==> src/core/lip_pkg.sv <==
// lip_pkg: constants and carriers for the indicator led pwm blinker
// assumes a 10 MHz system clock and a 32-bit apb register port
package lip_pkg;
  // register indices, byte address is four times the index
  localparam logic [7:0] IDX_HEAR_THROUGH_LED_CONFIG = 8'h08;
  localparam logic [7:0] IDX_QUIETING_LED_CONFIG = 8'h09;
  localparam logic [7:0] IDX_OPERATING_MODE = 8'h10;
  localparam logic [7:0] IDX_LED_STATUS = 8'h11;
  localparam logic [7:0] RST_LED_CONFIG = 8'h00;
  localparam logic [1:0] RST_OPERATING_MODE = 2'h0;
  // field positions
  localparam int HT_DUTY_LSB = 0;
  localparam int HT_PATTERN_LSB = 2;
  localparam int Q_DUTY_LSB = 0;
  localparam int Q_PATTERN_LSB = 2;
  localparam int THIRD_SEL_LSB = 5;
  // timing
  localparam int CLK_PERIOD_NS = 100;
  localparam int PWM_PERIOD_NS = 18000;
  localparam int PWM_QUARTER_ON_NS = 4000;
  localparam int PWM_HALF_ON_NS = 9000;
  localparam logic [7:0] PWM_PERIOD_CYC = 8'(PWM_PERIOD_NS / CLK_PERIOD_NS);
  localparam logic [7:0] PWM_QUARTER_CYC = 8'(PWM_QUARTER_ON_NS / CLK_PERIOD_NS);
  localparam logic [7:0] PWM_HALF_CYC = 8'(PWM_HALF_ON_NS / CLK_PERIOD_NS);
  localparam int MS_NS = 1000000;
  localparam int MS_CYCLES_DEFAULT = MS_NS / CLK_PERIOD_NS;
  localparam logic [11:0] BLINK_ON_MS = 12'h050;
  localparam logic [11:0] Q_OFF1_MS = 12'h3E8;
  localparam logic [11:0] Q_OFF2_MS = 12'h5DC;
  localparam logic [11:0] Q_OFF3_MS = 12'h9C4;
  localparam logic [1:0] DUTY_OFF = 2'h0;
  localparam logic [1:0] DUTY_QUARTER = 2'h1;
  localparam logic [1:0] DUTY_HALF = 2'h2;
  localparam logic [1:0] DUTY_FULL = 2'h3;
  localparam logic [1:0] THIRD_DARK = 2'h0;
  localparam logic [1:0] THIRD_AS_QUIETING = 2'h1;
  localparam logic [1:0] THIRD_AS_HEAR = 2'h2;
  localparam logic [1:0] THIRD_ALWAYS = 2'h3;

  typedef enum logic [1:0] {
    MODE_NONE,
    MODE_QUIETING,
    MODE_HEAR_THROUGH,
    MODE_THIRD
  } lip_mode_e;

  typedef struct packed {
    lip_mode_e mode;
    logic [7:0] hear_through_led_config;
    logic [7:0] quieting_led_config;
  } lip_cfg_s;
endpackage

==> src/core/lip_led_blinker.sv <==
// lip_led_blinker: apb slave, pwm and blink timing for the led current sink
// assumes apb master on the same clock; inputs synchronous to clock
//
// Behaviour
// - brightness pwm period is 18 us, all duties derived from it
// - quieting mode duty field: off, 4/14 us, 9/9 us, full on
// - hear-through mode has its own duty field with same four encodings
// - hear-through pattern n: zero steady on, else 80 ms active then n*80 ms dark
// - quieting pattern: steady, or 80 ms on then 1 s, 1.5 s, 2.5 s off
// - third mode select: dark, quieting pattern, hear-through pattern, always active
// - third mode brightness is fixed quarter duty, 4 us on of 18 us, while lit
//
// Added by the designer: the APB register port.
`timescale 1ns/1ps
`default_nettype none
module lip_led_blinker #(
  parameter int MS_CYCLES = lip_pkg::MS_CYCLES_DEFAULT
) (
  input wire logic clock,
  input wire logic rst_n,
  input wire logic psel,
  input wire logic penable,
  input wire logic pwrite,
  input wire logic [31:0] paddr,
  input wire logic [31:0] pwdata,
  output logic [31:0] prdata,
  output logic pready,
  output logic pslverr,
  output logic led_current_sink
);

  ////////////////////////////////////////////////////////////////////////////
  // helpers
  function automatic logic [11:0] idx_addr(input logic [7:0] idx);
    idx_addr = {2'h0, idx, 2'h0};
  endfunction

  function automatic logic pwm_high(input logic [1:0] duty, input logic [7:0] cnt);
    case (duty)
      lip_pkg::DUTY_QUARTER: pwm_high = (cnt < lip_pkg::PWM_QUARTER_CYC);
      lip_pkg::DUTY_HALF: pwm_high = (cnt < lip_pkg::PWM_HALF_CYC);
      lip_pkg::DUTY_FULL: pwm_high = 1'b1;
      default: pwm_high = 1'b0;
    endcase
  endfunction

  ////////////////////////////////////////////////////////////////////////////
  // apb register file
  lip_pkg::lip_cfg_s cfg_r, cfg_nxt;
  logic [31:0] prdata_nxt;
  logic [11:0] addr;
  logic mapped;
  logic [11:0] blink_ms_r, blink_ms_nxt;
  logic lit;

  assign addr = paddr[11:0];
  assign mapped = (paddr[31:12] == 20'h0) && (addr == idx_addr(lip_pkg::IDX_HEAR_THROUGH_LED_CONFIG) ||
                  addr == idx_addr(lip_pkg::IDX_QUIETING_LED_CONFIG) ||
                  addr == idx_addr(lip_pkg::IDX_OPERATING_MODE) || addr == idx_addr(lip_pkg::IDX_LED_STATUS));
  assign pready = 1'b1;
  assign pslverr = psel && penable && !mapped;

  always_comb begin
    cfg_nxt = cfg_r;
    prdata_nxt = prdata;
    if (psel && penable && pwrite) begin
      if (addr == idx_addr(lip_pkg::IDX_HEAR_THROUGH_LED_CONFIG) && paddr[31:12] == 20'h0) begin
        cfg_nxt.hear_through_led_config = pwdata[7:0];
      end
      if (addr == idx_addr(lip_pkg::IDX_QUIETING_LED_CONFIG) && paddr[31:12] == 20'h0) begin
        cfg_nxt.quieting_led_config = pwdata[7:0];
      end
      if (addr == idx_addr(lip_pkg::IDX_OPERATING_MODE) && paddr[31:12] == 20'h0) begin
        cfg_nxt.mode = lip_pkg::lip_mode_e'(pwdata[1:0]);
      end
    end
    if (psel && !penable && !pwrite) begin
      prdata_nxt = 32'h0;
      if (paddr[31:12] == 20'h0) begin
        case (addr)
          idx_addr(lip_pkg::IDX_HEAR_THROUGH_LED_CONFIG): prdata_nxt = {24'h0, cfg_r.hear_through_led_config};
          idx_addr(lip_pkg::IDX_QUIETING_LED_CONFIG): prdata_nxt = {24'h0, cfg_r.quieting_led_config};
          idx_addr(lip_pkg::IDX_OPERATING_MODE): prdata_nxt = {30'h0, cfg_r.mode};
          idx_addr(lip_pkg::IDX_LED_STATUS): prdata_nxt = {18'h0, blink_ms_r, lit, led_current_sink};
          default: prdata_nxt = 32'h0;
        endcase
      end
    end
  end

  always_ff @(posedge clock or negedge rst_n) begin
    if (!rst_n) begin
      cfg_r <= '{mode: lip_pkg::MODE_NONE, hear_through_led_config: lip_pkg::RST_LED_CONFIG,
                 quieting_led_config: lip_pkg::RST_LED_CONFIG};
      prdata <= 32'h0;
    end else begin
      cfg_r <= cfg_nxt;
      prdata <= prdata_nxt;
    end
  end

  ////////////////////////////////////////////////////////////////////////////
  // effective duty, pattern and restart key
  logic [1:0] ht_duty, q_duty, ht_pat_q, third_sel, eff_duty;
  logic [2:0] ht_pat;
  logic steady, dark, use_hear;
  logic [11:0] off_ms, period_ms;
  logic [10:0] key, key_r;
  logic restart;

  assign ht_duty = cfg_r.hear_through_led_config[lip_pkg::HT_DUTY_LSB +: 2];
  assign ht_pat = cfg_r.hear_through_led_config[lip_pkg::HT_PATTERN_LSB +: 3];
  assign q_duty = cfg_r.quieting_led_config[lip_pkg::Q_DUTY_LSB +: 2];
  assign ht_pat_q = cfg_r.quieting_led_config[lip_pkg::Q_PATTERN_LSB +: 2];
  assign third_sel = cfg_r.quieting_led_config[lip_pkg::THIRD_SEL_LSB +: 2];
  assign key = {cfg_r.mode, third_sel, ht_pat_q, ht_pat, ht_duty == lip_pkg::DUTY_OFF, q_duty == lip_pkg::DUTY_OFF};

  always_comb begin
    eff_duty = lip_pkg::DUTY_OFF;
    use_hear = 1'b0;
    dark = 1'b0;
    case (cfg_r.mode)
      lip_pkg::MODE_QUIETING: eff_duty = q_duty;
      lip_pkg::MODE_HEAR_THROUGH: begin
        eff_duty = ht_duty;
        use_hear = 1'b1;
      end
      lip_pkg::MODE_THIRD: begin
        eff_duty = lip_pkg::DUTY_QUARTER;
        use_hear = (third_sel == lip_pkg::THIRD_AS_HEAR);
        dark = (third_sel == lip_pkg::THIRD_DARK);
      end
      default: dark = 1'b1;
    endcase
    if (use_hear) begin
      steady = (ht_pat == 3'h0);
      off_ms = 12'(ht_pat * lip_pkg::BLINK_ON_MS);
    end else begin
      steady = (ht_pat_q == 2'h0);
      case (ht_pat_q)
        2'h1: off_ms = lip_pkg::Q_OFF1_MS;
        2'h2: off_ms = lip_pkg::Q_OFF2_MS;
        2'h3: off_ms = lip_pkg::Q_OFF3_MS;
        default: off_ms = 12'h000;
      endcase
    end
    if (cfg_r.mode == lip_pkg::MODE_THIRD && third_sel == lip_pkg::THIRD_ALWAYS) begin
      steady = 1'b1;
    end
    period_ms = 12'(lip_pkg::BLINK_ON_MS + off_ms);
  end

  assign restart = (key != key_r);
  assign lit = !dark && (steady || blink_ms_r < lip_pkg::BLINK_ON_MS);

  ////////////////////////////////////////////////////////////////////////////
  // counters and sink output
  logic [13:0] ms_cnt_r, ms_cnt_nxt;
  logic [7:0] pwm_cnt_r, pwm_cnt_nxt;
  logic ms_tick, sink_nxt;

  assign ms_tick = (ms_cnt_r == 14'(MS_CYCLES - 1));

  always_comb begin
    ms_cnt_nxt = ms_tick ? 14'h0000 : 14'(ms_cnt_r + 14'h0001);
    pwm_cnt_nxt = (pwm_cnt_r == 8'(lip_pkg::PWM_PERIOD_CYC - 8'h01)) ? 8'h00 : 8'(pwm_cnt_r + 8'h01);
    blink_ms_nxt = blink_ms_r;
    if (ms_tick) begin
      blink_ms_nxt = (blink_ms_r >= 12'(period_ms - 12'h001)) ? 12'h000 : 12'(blink_ms_r + 12'h001);
    end
    if (restart) begin
      ms_cnt_nxt = 14'h0000;
      pwm_cnt_nxt = 8'h00;
      blink_ms_nxt = 12'h000;
    end
    sink_nxt = lit && pwm_high(eff_duty, pwm_cnt_r);
  end

  always_ff @(posedge clock or negedge rst_n) begin
    if (!rst_n) begin
      ms_cnt_r <= 14'h0000;
      pwm_cnt_r <= 8'h00;
      blink_ms_r <= 12'h000;
      key_r <= 11'h000;
      led_current_sink <= 1'b0;
    end else begin
      ms_cnt_r <= ms_cnt_nxt;
      pwm_cnt_r <= pwm_cnt_nxt;
      blink_ms_r <= blink_ms_nxt;
      key_r <= key;
      led_current_sink <= sink_nxt;
    end
  end

  ////////////////////////////////////////////////////////////////////////////
  // checks
  a_pwm_wrap: assert property (@(posedge clock) disable iff (!rst_n)
    (pwm_cnt_r == 8'(lip_pkg::PWM_PERIOD_CYC - 8'h01) && !restart) |=> pwm_cnt_r == 8'h00)
    else $error("pwm period not 180 cycles");
  a_quarter_edge: assert property (@(posedge clock) disable iff (!rst_n)
    (lit && eff_duty == lip_pkg::DUTY_QUARTER && pwm_cnt_r == 8'(lip_pkg::PWM_QUARTER_CYC - 8'h01))
    |=> led_current_sink ##0 $past(lit)) else $error("quarter on short");
  a_quarter_fall: assert property (@(posedge clock) disable iff (!rst_n)
    (eff_duty == lip_pkg::DUTY_QUARTER && pwm_cnt_r == lip_pkg::PWM_QUARTER_CYC) |=> !led_current_sink)
    else $error("quarter on long");
  a_half_rise: assert property (@(posedge clock) disable iff (!rst_n)
    (lit && eff_duty == lip_pkg::DUTY_HALF && pwm_cnt_r == 8'(lip_pkg::PWM_HALF_CYC - 8'h01)) |=> led_current_sink)
    else $error("half on short");
  a_half_fall: assert property (@(posedge clock) disable iff (!rst_n)
    (eff_duty == lip_pkg::DUTY_HALF && pwm_cnt_r == lip_pkg::PWM_HALF_CYC) |=> !led_current_sink)
    else $error("half on long");
  a_full_on: assert property (@(posedge clock) disable iff (!rst_n)
    (lit && eff_duty == lip_pkg::DUTY_FULL) |=> led_current_sink) else $error("full duty not on");
  a_off_dark: assert property (@(posedge clock) disable iff (!rst_n)
    (eff_duty == lip_pkg::DUTY_OFF || !lit) |=> !led_current_sink) else $error("sink on while off");
  a_third_dark: assert property (@(posedge clock) disable iff (!rst_n)
    (cfg_r.mode == lip_pkg::MODE_THIRD && third_sel == lip_pkg::THIRD_DARK) |-> !lit)
    else $error("third mode not dark");
  a_ht_blink: assert property (@(posedge clock) disable iff (!rst_n)
    (use_hear && ht_pat != 3'h0 && blink_ms_r == lip_pkg::BLINK_ON_MS && !restart) |-> !lit)
    else $error("hear blink not dark");
  a_q_blink: assert property (@(posedge clock) disable iff (!rst_n)
    (!use_hear && !steady && blink_ms_r == lip_pkg::BLINK_ON_MS && !restart) |-> !lit)
    else $error("quieting blink not dark");
  a_ms_wrap: assert property (@(posedge clock) disable iff (!rst_n)
    (ms_tick && !restart) |=> ms_cnt_r == 14'h0000) else $error("ms divider not wrapped");
  a_restart_zero: assert property (@(posedge clock) disable iff (!rst_n)
    restart |=> (blink_ms_r == 12'h0 && pwm_cnt_r == 8'h0)) else $error("counters not restarted");

endmodule // lip_led_blinker
`default_nettype wire

==> config.mk <==
export PLATFORM = sky130hd
export DESIGN_NAME = lip_led_blinker
export DESIGN_NICKNAME = d
export VERILOG_FILES = /design/src/core/lip_pkg.sv /design/src/core/lip_led_blinker.sv
export SDC_FILE = /design/constraint.sdc
export NUM_CORES = 1
export LEC_CHECK = 0
export BUFFER_PORTS_ARGS = -buffer_cell sky130_fd_sc_hd__buf_2
export CORE_UTILIZATION = 30
export CTS_CLUSTER_DIAMETER = 100
export DETAILED_ROUTE_END_ITERATION = 8
export SLEW_MARGIN = 20
export SYNTH_ARGS = -nofsm -noshare
export SYNTH_HDL_FRONTEND = slang
export SYNTH_SLANG_ARGS = --single-unit
export TNS_END_PERCENT = 50
==> constraint.sdc <==
create_clock -name clock -period 10.3 [get_ports clock]
set_input_delay 0.515 -clock clock [delete_from_list [all_inputs] [get_ports clock]]
set_output_delay 0.515 -clock clock [all_outputs]
set_load 0.1 [all_outputs]
; ---- Word-level counts from Yosys, hierarchy flattened
; Cells that the tools add are included.
[classes]
add_sub_neg = 5
n_mul = 1
magnitude_cmp = 4
n_eq_ne = 18
mux = 17
n_reduce_logical = 31
[op_table]
columns = cell, n
row1 = $pmux W14 S4, 1
row2 = $mux W12, 4
row3 = $mux W14, 3
row4 = $pmux W12 S3, 1
row5 = $eq A12 B6 Y1 const B, 2
row6 = $eq A12 B7 Y1 const B, 2
row7 = $logic_not A20 Y1, 1
row8 = $eq A2 B2 Y1 const B, 8
row9 = $mux W8, 2
row10 = $add A14 B1 Y14 const B, 1
row11 = $eq A14 B14 Y1 const B, 1
row12 = $add A12 B1 Y12 const B, 1
row13 = $add A7 B12 Y12 const A, 1
row14 = $ge A12 B12 Y1, 1
row15 = $logic_and A1 B1 Y1, 12
row16 = $lt A12 B7 Y1 const B, 1
row17 = $sub A12 B1 Y12 const B, 1
row18 = $ne A11 B11 Y1, 1
row19 = $add A8 B1 Y8 const B, 1
row20 = $eq A8 B8 Y1 const B, 1
row21 = $logic_not A2 Y1, 4
row22 = $lt A8 B6 Y1 const B, 1
row23 = $lt A8 B7 Y1 const B, 1
row24 = $eq A2 B1 Y1 const B, 3
row25 = 11 further kinds, 21
[word_totals]
register_bits = 96
inputBits = 69
output_inout_bits = 35
wordCells = 85

; ---- Logic depth before layout (Yosys ltp)
; Gate-level depths: netlist (run 1).
[logic_depth]
ltp_word = 9
ltp_mapped = 16
mapped_depth_nobuf = 16

; ---- Least setup slack after synthesis (run 1)
; No wires, ideal clock.
[synth_path]
kind = register to register
from = reg cfg_r[16] (netlist name)
to = reg blink_ms_r[0]
setup_ns = 0.125
arrival_ns = 3.425
required_time_ns = 10.175
slack_ns = 6.750
path_stages_with_launch = 16
n_path_buf = 0
synth_period_minus_slack_ns = 3.550
path_cell_list = dfrtp_1 -> ha_1 -> and3b_1 -> o22ai_1 -> o21ai_0 -> ha_1 -> nand2b_1 -> o21ai_0 -> xor2_1 -> nand2_1 -> ha_1 -> nand4_1 -> a2111o_1 -> o2111ai_1 -> nor3_1 -> mux2_2
[synth_via]
elab_chain_cells = 9
elab_cells_between_ends = 12
classes_between = 2 x add/sub / 1 x order compare / 3 x eq/ne / 5 x mux / 1 x reduce/logical
[synth_rtl]
columns = item, line
row1 = "start, declared", lip_led_blinker.sv:49  ; lip_pkg::lip_cfg_s cfg_r, cfg_nxt;
row2 = "start signal, assigned", lip_led_blinker.sv:93  ; cfg_r <= '{mode: lip_pkg::MODE_NONE, hear_through_led_config: lip_pkg::RST_LED_CONFIG,
row3 = "start signal, assigned", lip_led_blinker.sv:97  ; cfg_r <= cfg_nxt;
row4 = $eq A2 B2 Y1, lip_led_blinker.sv:122  ; case (cfg_r.mode)
row5 = $pmux W1 S2, lip_led_blinker.sv:122
row6 = $mux W12, lip_led_blinker.sv:135  ; if (use_hear) begin
row7 = $add A7 B12 Y12, lip_led_blinker.sv:150  ; period_ms = 12'(lip_pkg::BLINK_ON_MS + off_ms);
row8 = $sub A12 B1 Y12, lip_led_blinker.sv:169  ; blink_ms_nxt = (blink_ms_r >= 12'(period_ms - 12'h001)) ? 12'h000 : 12'(blink_ms_r + 12'h001);
row9 = $ge A12 B12 Y1, lip_led_blinker.sv:169
row10 = $mux W12, lip_led_blinker.sv:169
row11 = $mux W12, lip_led_blinker.sv:168  ; if (ms_tick) begin
row12 = $mux W12, lip_led_blinker.sv:171  ; if (restart) begin
row13 = "end signal, assigned", lip_led_blinker.sv:189  ; blink_ms_r <= blink_ms_nxt;
row14 = "end, declared", lip_led_blinker.sv:53  ; logic [11:0] blink_ms_r, blink_ms_nxt;
; Parallel ways exist; a longest one is shown, timed or not. The select of a mux whose other input is x is not followed.
; A chain may end at the register's enable or synchronous reset.

; ---- Final worst setup path (run 1)
[layout_path]
from = reg cfg_r[16] (netlist name)
to = reg blink_ms_r[10]
; Same word-level chain as after synthesis.

==> Flow_metrics.wiki, run 1 <==
{| class="wikitable"
! Metric !! Value
|-
| Maximum fanout count along the critical path || 8
|-
| Via count of the first global-routing pass || 3414
|-
| End of the worst register-to-register path || blink_ms_r[10]
|-
| DRT antenna net count || 0
|-
| Place WS || 6.138 ns
|-
| Placed cells || 678
|-
| Share of the yosys chip area belonging to registers || 43.26%
|-
| CTS tree || yes
|-
| Wire length of the first global-routing pass || 17.08 mm
|-
| Gate count after technology mapping || 445
|-
| Cell chosen for the clock root || clkbuf_16
|-
| Routed Wire Length || 10.30 mm
|-
| Distinct cell type count after synthesis || 56
|-
| Post-Synthesis Mean Instance Area || 10.14 sq um
|-
| Critical Path End Type || flip-flop
|-
| Global-route total usage across every layer || 13.69%
|-
| Pre-antenna DRT Iters || 4
|-
| Startpoint of the lowest-slack register-to-register path || cfg_r[16]
|-
| Yosys warns || 0
|-
| Layout cell share with drive strength beyond 1 || 21.18%
|-
| Clock latency reported for the late side of the worst-skew pair || approximately 0.34 ns
|-
| Worst Slack Setup Final || 6.122 ns
|-
| Worst vdd ir || 0.07992 mV
|-
| Number of DRC markers after the initial detailed-route iteration || roughly 190
|-
| Diode insertion count for antenna repair || 0
|-
| Growth of design area from synthesis to finish || 15.89%
|-
| Final cycle utilization of the critical path || between 40% and 50%
|-
| Crit path kind || reg2reg
|-
| Number of buffers created by CTS || 9
|-
| Clock sink count || 78
|-
| CP arrival || 4.43 ns
|-
| Largest net degree at the start of global routing || 79
|-
| Final count of hold timing violations || 0
|-
| Slew Limit Fails || 0
|-
| Net count reported at finish || 603
|-
| Post-Route Skew || 0.01053 ns
|-
| Final Critical Period || 4.178 ns
|-
| Non-filler cells, final || roughly 690
|-
| H-tree depth || 3
|-
| Count of unresolved DRC violations after routing || 0
|-
| Worst hold slack || roughly 0.21 ns
|-
| Count of input and output buffers || 60
|-
| Half-perimeter wire length of the detailed placement result || 7.637 mm
|-
| Post-CTS Setup Inserts || 0
|-
| Cts-stage hold buffer count || 0
|-
| Reg2reg setup slack || 6.12 ns
|-
| Power density normalized to cell area || ~130 nW/um^2
|-
| Clock input transition at the sequential cells of the worst setup and hold paths || roughly 0.070 ns
|-
| Final setup vio count || 0
|-
| Placeable core area || roughly 15000 sq um
|-
| Cell area after synthesis || 4512 sq um
|-
| Startpoint type of the worst setup path || flip-flop
|-
| Worst Path Required || 10.55 ns
|-
| Average routed wire per standard cell || approximately 15 microns
|-
| Top Ports || 104
|-
| Full die area || about 16000 sq um
|-
| Vertical die dimension || 124.6 microns
|-
| Most instantiated flip-flop cell in the synthesis netlist || dfrtp_1
|-
| Total vias in the final route || 3457
|-
| Count of cells resized by post-cts repair || 0
|-
| RSZ-0062 raised after global routing || no
|-
| Die boundary width || 124.6 microns
|-
| Pleak || approximately 2.6 nW
|-
| Highest clock rate || ~240 MHz
|-
| Cell row count || 44
|-
| Async S/R FF share, synth || 100.0%
|-
| Post-route setup TNS || 0 ns
|-
| Count of maximum capacitance violations || 0
|-
| Clk buf depth || 2
|-
| Classification of the worst-slack hold path || in2async
|-
| Number of synthesized flops with an enable pin || 0
|-
| Total congestion overflow || 0
|-
| Run status || completed
|-
| Flops & latches, synth || 78
|-
| Transition at the pin with the smallest max-transition slack || 0.7043 ns
|-
| Relative max-transition margin || 53.05%
|-
| Worst Reg2Reg Path Length in Cells || 16
|-
| Avg Vias per Cell || around 5
|-
| Global placement routability congestion || 0.8391
|-
| Starting density of the core || 30.93%
|-
| Initial antenna violation count || 0
|}
## layer usage
metal,global-route usage (%),wire length (microns),up-vias
met1,17.88,4694,1664
met3,2.577,580,12
li1,-,-,1686
met5,0,0,-
met4,5.174,160,0
met2,22.39,4863,95
## power breakdown
part | switching [W] | internal, W
registers | 0.0000000170 | 0.000306
logic | 0.0000435 | 0.00000783
clock network | 0.000130 | 0.000188
## stage by stage
| step | total power (W) | utilization [%] | instance area, sq um |
|---|---|---|---|
| 6_report | 0.0006753 | 35.84 | 5229 |
| 5_1_grt | 0.0006980 | 35.84 | 5229 |
| 4_1_cts | 0.0006835 | 35.81 | 5225 |
| 3_5_place_dp | 0.0003640 | 33.77 | 4927 |
| 3_3_place_gp | 0.0003632 | 33.77 | 4927 |
| 2_1_floorplan | 0.0003522 | - | 4576 |
## state kept, by name (all words and copies together), names as in the netlist
signal            flops
blink_ms_r           12
pwm_cnt_r             8
led_current_sink      1
ms_cnt_r             14
cfg_r                18
key_r                11
prdata               14
## worst max-delay path: stages, from the launching register on
cell and delay, ns:
dfrtp_1 0.51, inv_1 0.14, ha_1 0.26, o22ai_1 0.48
o21ai_0 0.24, ha_1 0.28, nand2b_1 0.14, o21ai_0 0.20
xor2_1 0.17, nand2_1 0.09, ha_1 0.21, a211o_1 0.25
o211ai_1 0.09, o2111ai_1 0.25, nor3_1 0.50, o21ai_0 0.17
o21ai_0 0.11
## synth_stat cells (4+ instances only)
library cell  number  area share, %
mux2_2            20            5.0
a222oi_1           6            1.3
xor2_1            23            4.5
inv_1              8           0.67
xnor2_1           20            3.9
nor2_1            47            3.9
and2_1             4           0.55
a22o_1             8            1.6
a21oi_1           13            1.4
nand4_1            9            1.2
clkbuf_1           7           0.58
nand3_1           21            2.3
nand2_1           37            3.1
nor4_1             9            1.2
buf_4             20            3.3
dfrtp_1           78             43
ha_1              29            8.0
mux2i_1            4           0.89
nor3_1            10            1.1
and3_1             5           0.69
o21ai_0           20            2.2
## layout by cell type, fill, tap and decap left out, types with 4 or more instances in the layout
| master | synthesis | routed |
|---|---|---|
| dfrtp_1 | 78 | 78 |
| buf_2 | 1 | 59 |
| nor2_1 | 47 | 47 |
| nand2_1 | 37 | 37 |
| ha_1 | 29 | 29 |
| xor2_1 | 23 | 23 |
| nand3_1 | 21 | 21 |
| xnor2_1 | 20 | 20 |
| mux2_2 | 20 | 20 |
| o21ai_0 | 20 | 20 |
| conb_1 | 2 | 19 |
| a21oi_1 | 13 | 13 |
| nor3_1 | 10 | 10 |
| nand4_1 | 9 | 9 |
| nor4_1 | 9 | 9 |
| clkbuf_16 | 0 | 9 |
| inv_1 | 8 | 8 |
| a22o_1 | 8 | 8 |
| a222oi_1 | 6 | 6 |
| and3_1 | 5 | 5 |
| mux2i_1 | 4 | 4 |
| and2_1 | 4 | 4 |
## cell type report
class / count / area [sq um]
Inverter: 8 / 30.03
Clock buffer: 9 / 225.2
Multi-Input combinational cell: 348 / 2412
Clock inverter: 7 / 72.57
Fill cell: 1445 / 9360
Sequential cell: 78 / 1952
Tap cell: 184 / 230.2
Timing Repair Buffer: 60 / 306.5
## cell families after synthesis
kind of cell	Yosys count	share of synthesized area, %
AND/OR/NAND/NOR	165	19.36
flip-flops	78	43.26
AO/OA/AOI/OAI	68	10.26
XOR/XNOR	43	8.347
buffers and inverters	36	4.687
adder cells (fa/ha/maj)	29	8.042
multiplexers	24	5.879
other	2	0.1665
## worst max-delay path by stage
stage | slack [ns] | endpoint | cells after the start | startpoint
floorplan | 6.75 | blink_ms_r[0] | 15 | cfg_r[16]
finish | 6.12 | blink_ms_r[10] | 16 | cfg_r[16]
detailed placement | 6.14 | blink_ms_r[10] | 16 | cfg_r[16]
global route | 5.75 | blink_ms_r[10] | 16 | cfg_r[16]
CTS | 6.11 | blink_ms_r[10] | 16 | cfg_r[16]
global placement | 6.19 | blink_ms_r[10] | 16 | cfg_r[16]
(Power assumes the default switching activity.)
==> run 2, diff against run 1 <==
==> constraint.sdc (replaced) <==
create_clock -name clock -period 3.5 [get_ports clock]
set_input_delay 0.175 -clock clock [delete_from_list [all_inputs] [get_ports clock]]
set_output_delay 0.175 -clock clock [all_outputs]
set_load 0.1 [all_outputs]
==> run 2 against run 1 <==
Sequential share of layout area is 1.5 points lower. Sequential power grew to 2.9 times the previous value. Via count is 3.6% higher. Total power rose to 3.1 times the previous value. Critical endpoint is now blink_ms_r[0]. Highest routed layer unchanged.
==> Flow_metrics.wiki, run 2 (synthesis results as in run 1) <==
{| class="wikitable"
! Metric !! Value
|-
| Run status || completed (unchanged)
|-
| Count of unresolved DRC violations after routing || 0 (unchanged)
|-
| Starting density of the core || 30.93% (unchanged)
|-
| H-tree depth || 3 (unchanged)
|-
| Placed cells || 697 (was 678)
|-
| Highest cell delay on the worst timing path || 0.42 ns (was 0.51 ns)
|-
| Initial antenna violation count || 0 (unchanged)
|-
| Maximum fanout count along the critical path || 6 (was 8)
|-
| Worst Reg2Reg Path Length in Cells || 15 (was 16)
|-
| Cell internal pwr || 0.001621 W (was 0.0005022 W)
|-
| DRT antenna net count || 0 (unchanged)
|-
| Cell row count || 44 (unchanged)
|-
| Largest reg by FF count || cfg_r (unchanged)
|-
| Number of fill cells in the layout || 1428 (was 1445)
|-
| End of the worst register-to-register path || blink_ms_r[0] (was blink_ms_r[10])
|-
| Regs by FF count || cfg_r (18), ms_cnt_r (14), prdata (14) (unchanged)
|-
| Placeable core area || 14590 sq um (unchanged)
|-
| CTS tree || yes (unchanged)
|-
| Most frequent cells in the layout || dfrtp_1 (78), buf_2 (59), nor2_1 (47) (unchanged)
|-
| Net count reported at finish || 623 (was 603)
|-
| Final setup vio count || 0 (unchanged)
|-
| Post-route setup TNS || 0 ns (unchanged)
|-
| Clock sink count || 78 (unchanged)
|-
| P_sw || 0.0004938 W (was 0.0001731 W)
|-
| Max FFs per register || 18 (unchanged)
|-
| Final Critical Period || 3.312 ns (was 4.178 ns)
|-
| Kind of cell with the highest combined delay on the critical path || compound AO/OA/AOI/OAI gates (unchanged)
|-
| Critical-path top delay cell || dfrtp_1 (unchanged)
|-
| Beginning of the worst hold path || pwdata[4]
|-
| Largest net degree at the start of global routing || 79 (unchanged)
|-
| Total congestion overflow || 0 (unchanged)
|-
| Pre-antenna DRT Iters || 5 (was 4)
|-
| Slew Limit Fails || 0 (unchanged)
|-
| Critical path cell sequence || ha_1 -> and3b_1 -> o22ai_2 -> o21ai_1 -> ha_2 -> nand2b_1 -> o21ai_1 -> xor2_1 -> nand2_1 -> ha_1 -> nand4_1 -> a2111o_1 -> o2111ai_2 -> nor3_2 -> mux2_2 (was inv_1 -> ha_1 -> o22ai_1 -> o21ai_0 -> ha_1 -> nand2b_1 -> o21ai_0 -> xor2_1 -> nand2_1 -> ha_1 -> a211o_1 -> o211ai_1 -> o2111ai_1 -> nor3_1 -> o21ai_0 -> o21ai_0)
|-
| Half-perimeter wire length of the detailed placement result || 7.985 mm (was 7.637 mm)
|-
| RSZ-0062 raised after global routing || yes (was no)
|-
| Average routed wire per standard cell || 14.85 microns (was 14.84 microns)
|-
| Relative max-transition margin || 51.91% (was 53.05%)
|-
| Growth of design area from synthesis to finish || 20.74% (was 15.89%)
|-
| Worst min-delay path endpoint || cfg_r[4]
|-
| Pleak || 2.718 nW (was 2.579 nW)
|-
| Clock latency reported for the late side of the worst-skew pair || 0.33 ns (was 0.34 ns)
|-
| Highest clock rate || 301.9 MHz (was 239.3 MHz)
|-
| Transition at the pin with the smallest max-transition slack || 0.7214 ns (was 0.7043 ns)
|-
| Global placement routability congestion || 0.8771 (was 0.8391)
|-
| Proportion of power drawn by flip-flops and latches || 42.6% (was 45.4%)
|-
| Count of input and output buffers || 60 (unchanged)
|-
| Clock input transition at the sequential cells of the worst setup and hold paths || 0.06 ns (was 0.07 ns)
|-
| Global-route total usage across every layer || 14.34% (was 13.69%)
|-
| Cell chosen for the clock root || clkbuf_16 (unchanged)
|-
| Final count of hold timing violations || 0 (unchanged)
|-
| Number of buffers created by CTS || 9 (unchanged)
|-
| Vertical die dimension || 124.6 microns (unchanged)
|-
| Count of maximum capacitance violations || 0 (unchanged)
|-
| Diode insertion count for antenna repair || 0 (unchanged)
|-
| Startpoint type of the worst setup path || flip-flop (unchanged)
|-
| Die boundary width || 124.6 microns (unchanged)
|-
| Combinational share of power || 7.2% (was 7.6%)
|-
| Clk buf depth || 2 (unchanged)
|-
| Critical Path End Type || flip-flop (unchanged)
|-
| Routed Wire Length || 10.60 mm (was 10.30 mm)
|-
| Reg2reg setup slack || 0.19 ns (was 6.12 ns)
|-
| Classification of the worst-slack hold path || in2reg (was in2async)
|-
| Full die area || 15530 sq um (unchanged)
|-
| Worst vdd ir || 0.2468 mV (was 0.07992 mV)
|-
| Avg Vias per Cell || 5.017 (was 4.981)
|-
| Crit. Startpoint || cfg_r[17] (was cfg_r[16])
|-
| Worst Path Required || 3.72 ns (was 10.55 ns)
|-
| Via count of the first global-routing pass || 3498 (was 3414)
|-
| Non-filler cells, final || 714 (was 694)
|-
| Most common cell after layout, fill and taps aside || dfrtp_1 (unchanged)
|-
| Post-Route Skew || 0.004502 ns (was 0.01053 ns)
|-
| Layout cell share with drive strength beyond 1 || 24.91% (was 21.18%)
|-
| Wire length of the first global-routing pass || 17.80 mm (was 17.08 mm)
|-
| Clock power frac || 50.2% (was 47.0%)
|-
| Total vias in the final route || 3582 (was 3457)
|-
| CP arrival || 3.53 ns (was 4.43 ns)
|-
| Hold Path Depth || 2
|-
| Power density normalized to cell area || 388.2 nW/um^2 (was 129.1 nW/um^2)
|-
| Switch share || 23.35% (was 25.63%)
|-
| Worst hold slack || 0.08686 ns (was 0.2111 ns)
|-
| Top Ports || 104 (unchanged)
|-
| Startpoint of the lowest-slack register-to-register path || cfg_r[17] (was cfg_r[16])
|-
| Final cycle utilization of the critical path || 94.64% (was 40.56%)
|-
| Number of DRC markers after the initial detailed-route iteration || 209 (was 188)
|-
| Buf/Inv on CP || 0 (was 1)
|-
| Crit path kind || reg2reg (unchanged)
|}
[run 2: cell count changes in the layout (fill, tap and decap cells not counted), moves of 2 or more]
cell,delta
buf_4,+19
o21ai_0,-3
bufinv_16,+2
o21ai_1,+3
[run 2: final cells by class]
| cell class | instances | area, sq um | share of cell area, % |
|---|---|---|---|
| Inverter | 8 | 30.03 | 0.5512 |
| Clock buffer | 10 | 229.0 | 4.203 |
| Timing Repair Buffer | 80 | 459.2 | 8.429 |
| Multi-Input combinational cell | 348 | 2437 | 44.74 |
| Tap cell | 184 | 230.2 | 4.226 |
| Sequential cell | 78 | 1952 | 35.83 |
| Clock inverter | 6 | 110.1 | 2.021 |
[run 2: how the worst max path moves through the flow]
stage	end	slack (ns)	cells after the start
2_1_floorplan	blink_ms_r[0]	0.07	14
3_3_place_gp	blink_ms_r[10]	0.02	16
3_5_place_dp	blink_ms_r[10]	-0.10	16
4_1_cts	blink_ms_r[2]	0.006	15
5_1_grt	blink_ms_r[6]	-0.02	15
6_report	blink_ms_r[0]	0.19	15
[run 2: what timing repair did]
item | 4_1_cts | 5_1_grt
hold buffers | 0 | 1
buffers inserted | 0 | 0
gates resized for setup | 2 | 6
pin swaps | 0 | 1
setup endpoints to repair | 11 | 12
hold endpoints to repair | 0 | 78
[run 2: power groups by stage]
stage          Sequential, W  Combinational, W  Clock (W)
6_report            0.000902          0.000151    0.00106
4_1_cts             0.000902          0.000152    0.00108
3_5_place_dp        0.000918          0.000152          0
3_3_place_gp        0.000918          0.000150          0
2_1_floorplan       0.000919          0.000118          0
5_1_grt             0.000901          0.000160    0.00113
[run 2: layer usage]
layer	track usage [%]	vias up	wire length, microns
met4	4.394	0	209
met2	23.30	109	5043
met1	18.57	1741	4807
met5	0	-	0
li1	-	1716	-
met3	3.737	16	539
[run 2: stage by stage]
step	utilization, %	power, W	setup slack [ns]	area [sq um]
2_1_floorplan	-	0.001036	0.07420	4582
3_3_place_gp	34.79	0.001068	0.02239	5076
3_5_place_dp	34.79	0.001070	-0.1025	5076
4_1_cts	37.20	0.002133	0.006183	5426
5_1_grt	37.34	0.002188	-0.01501	5448
6_report	37.34	0.002115	0.1875	5448
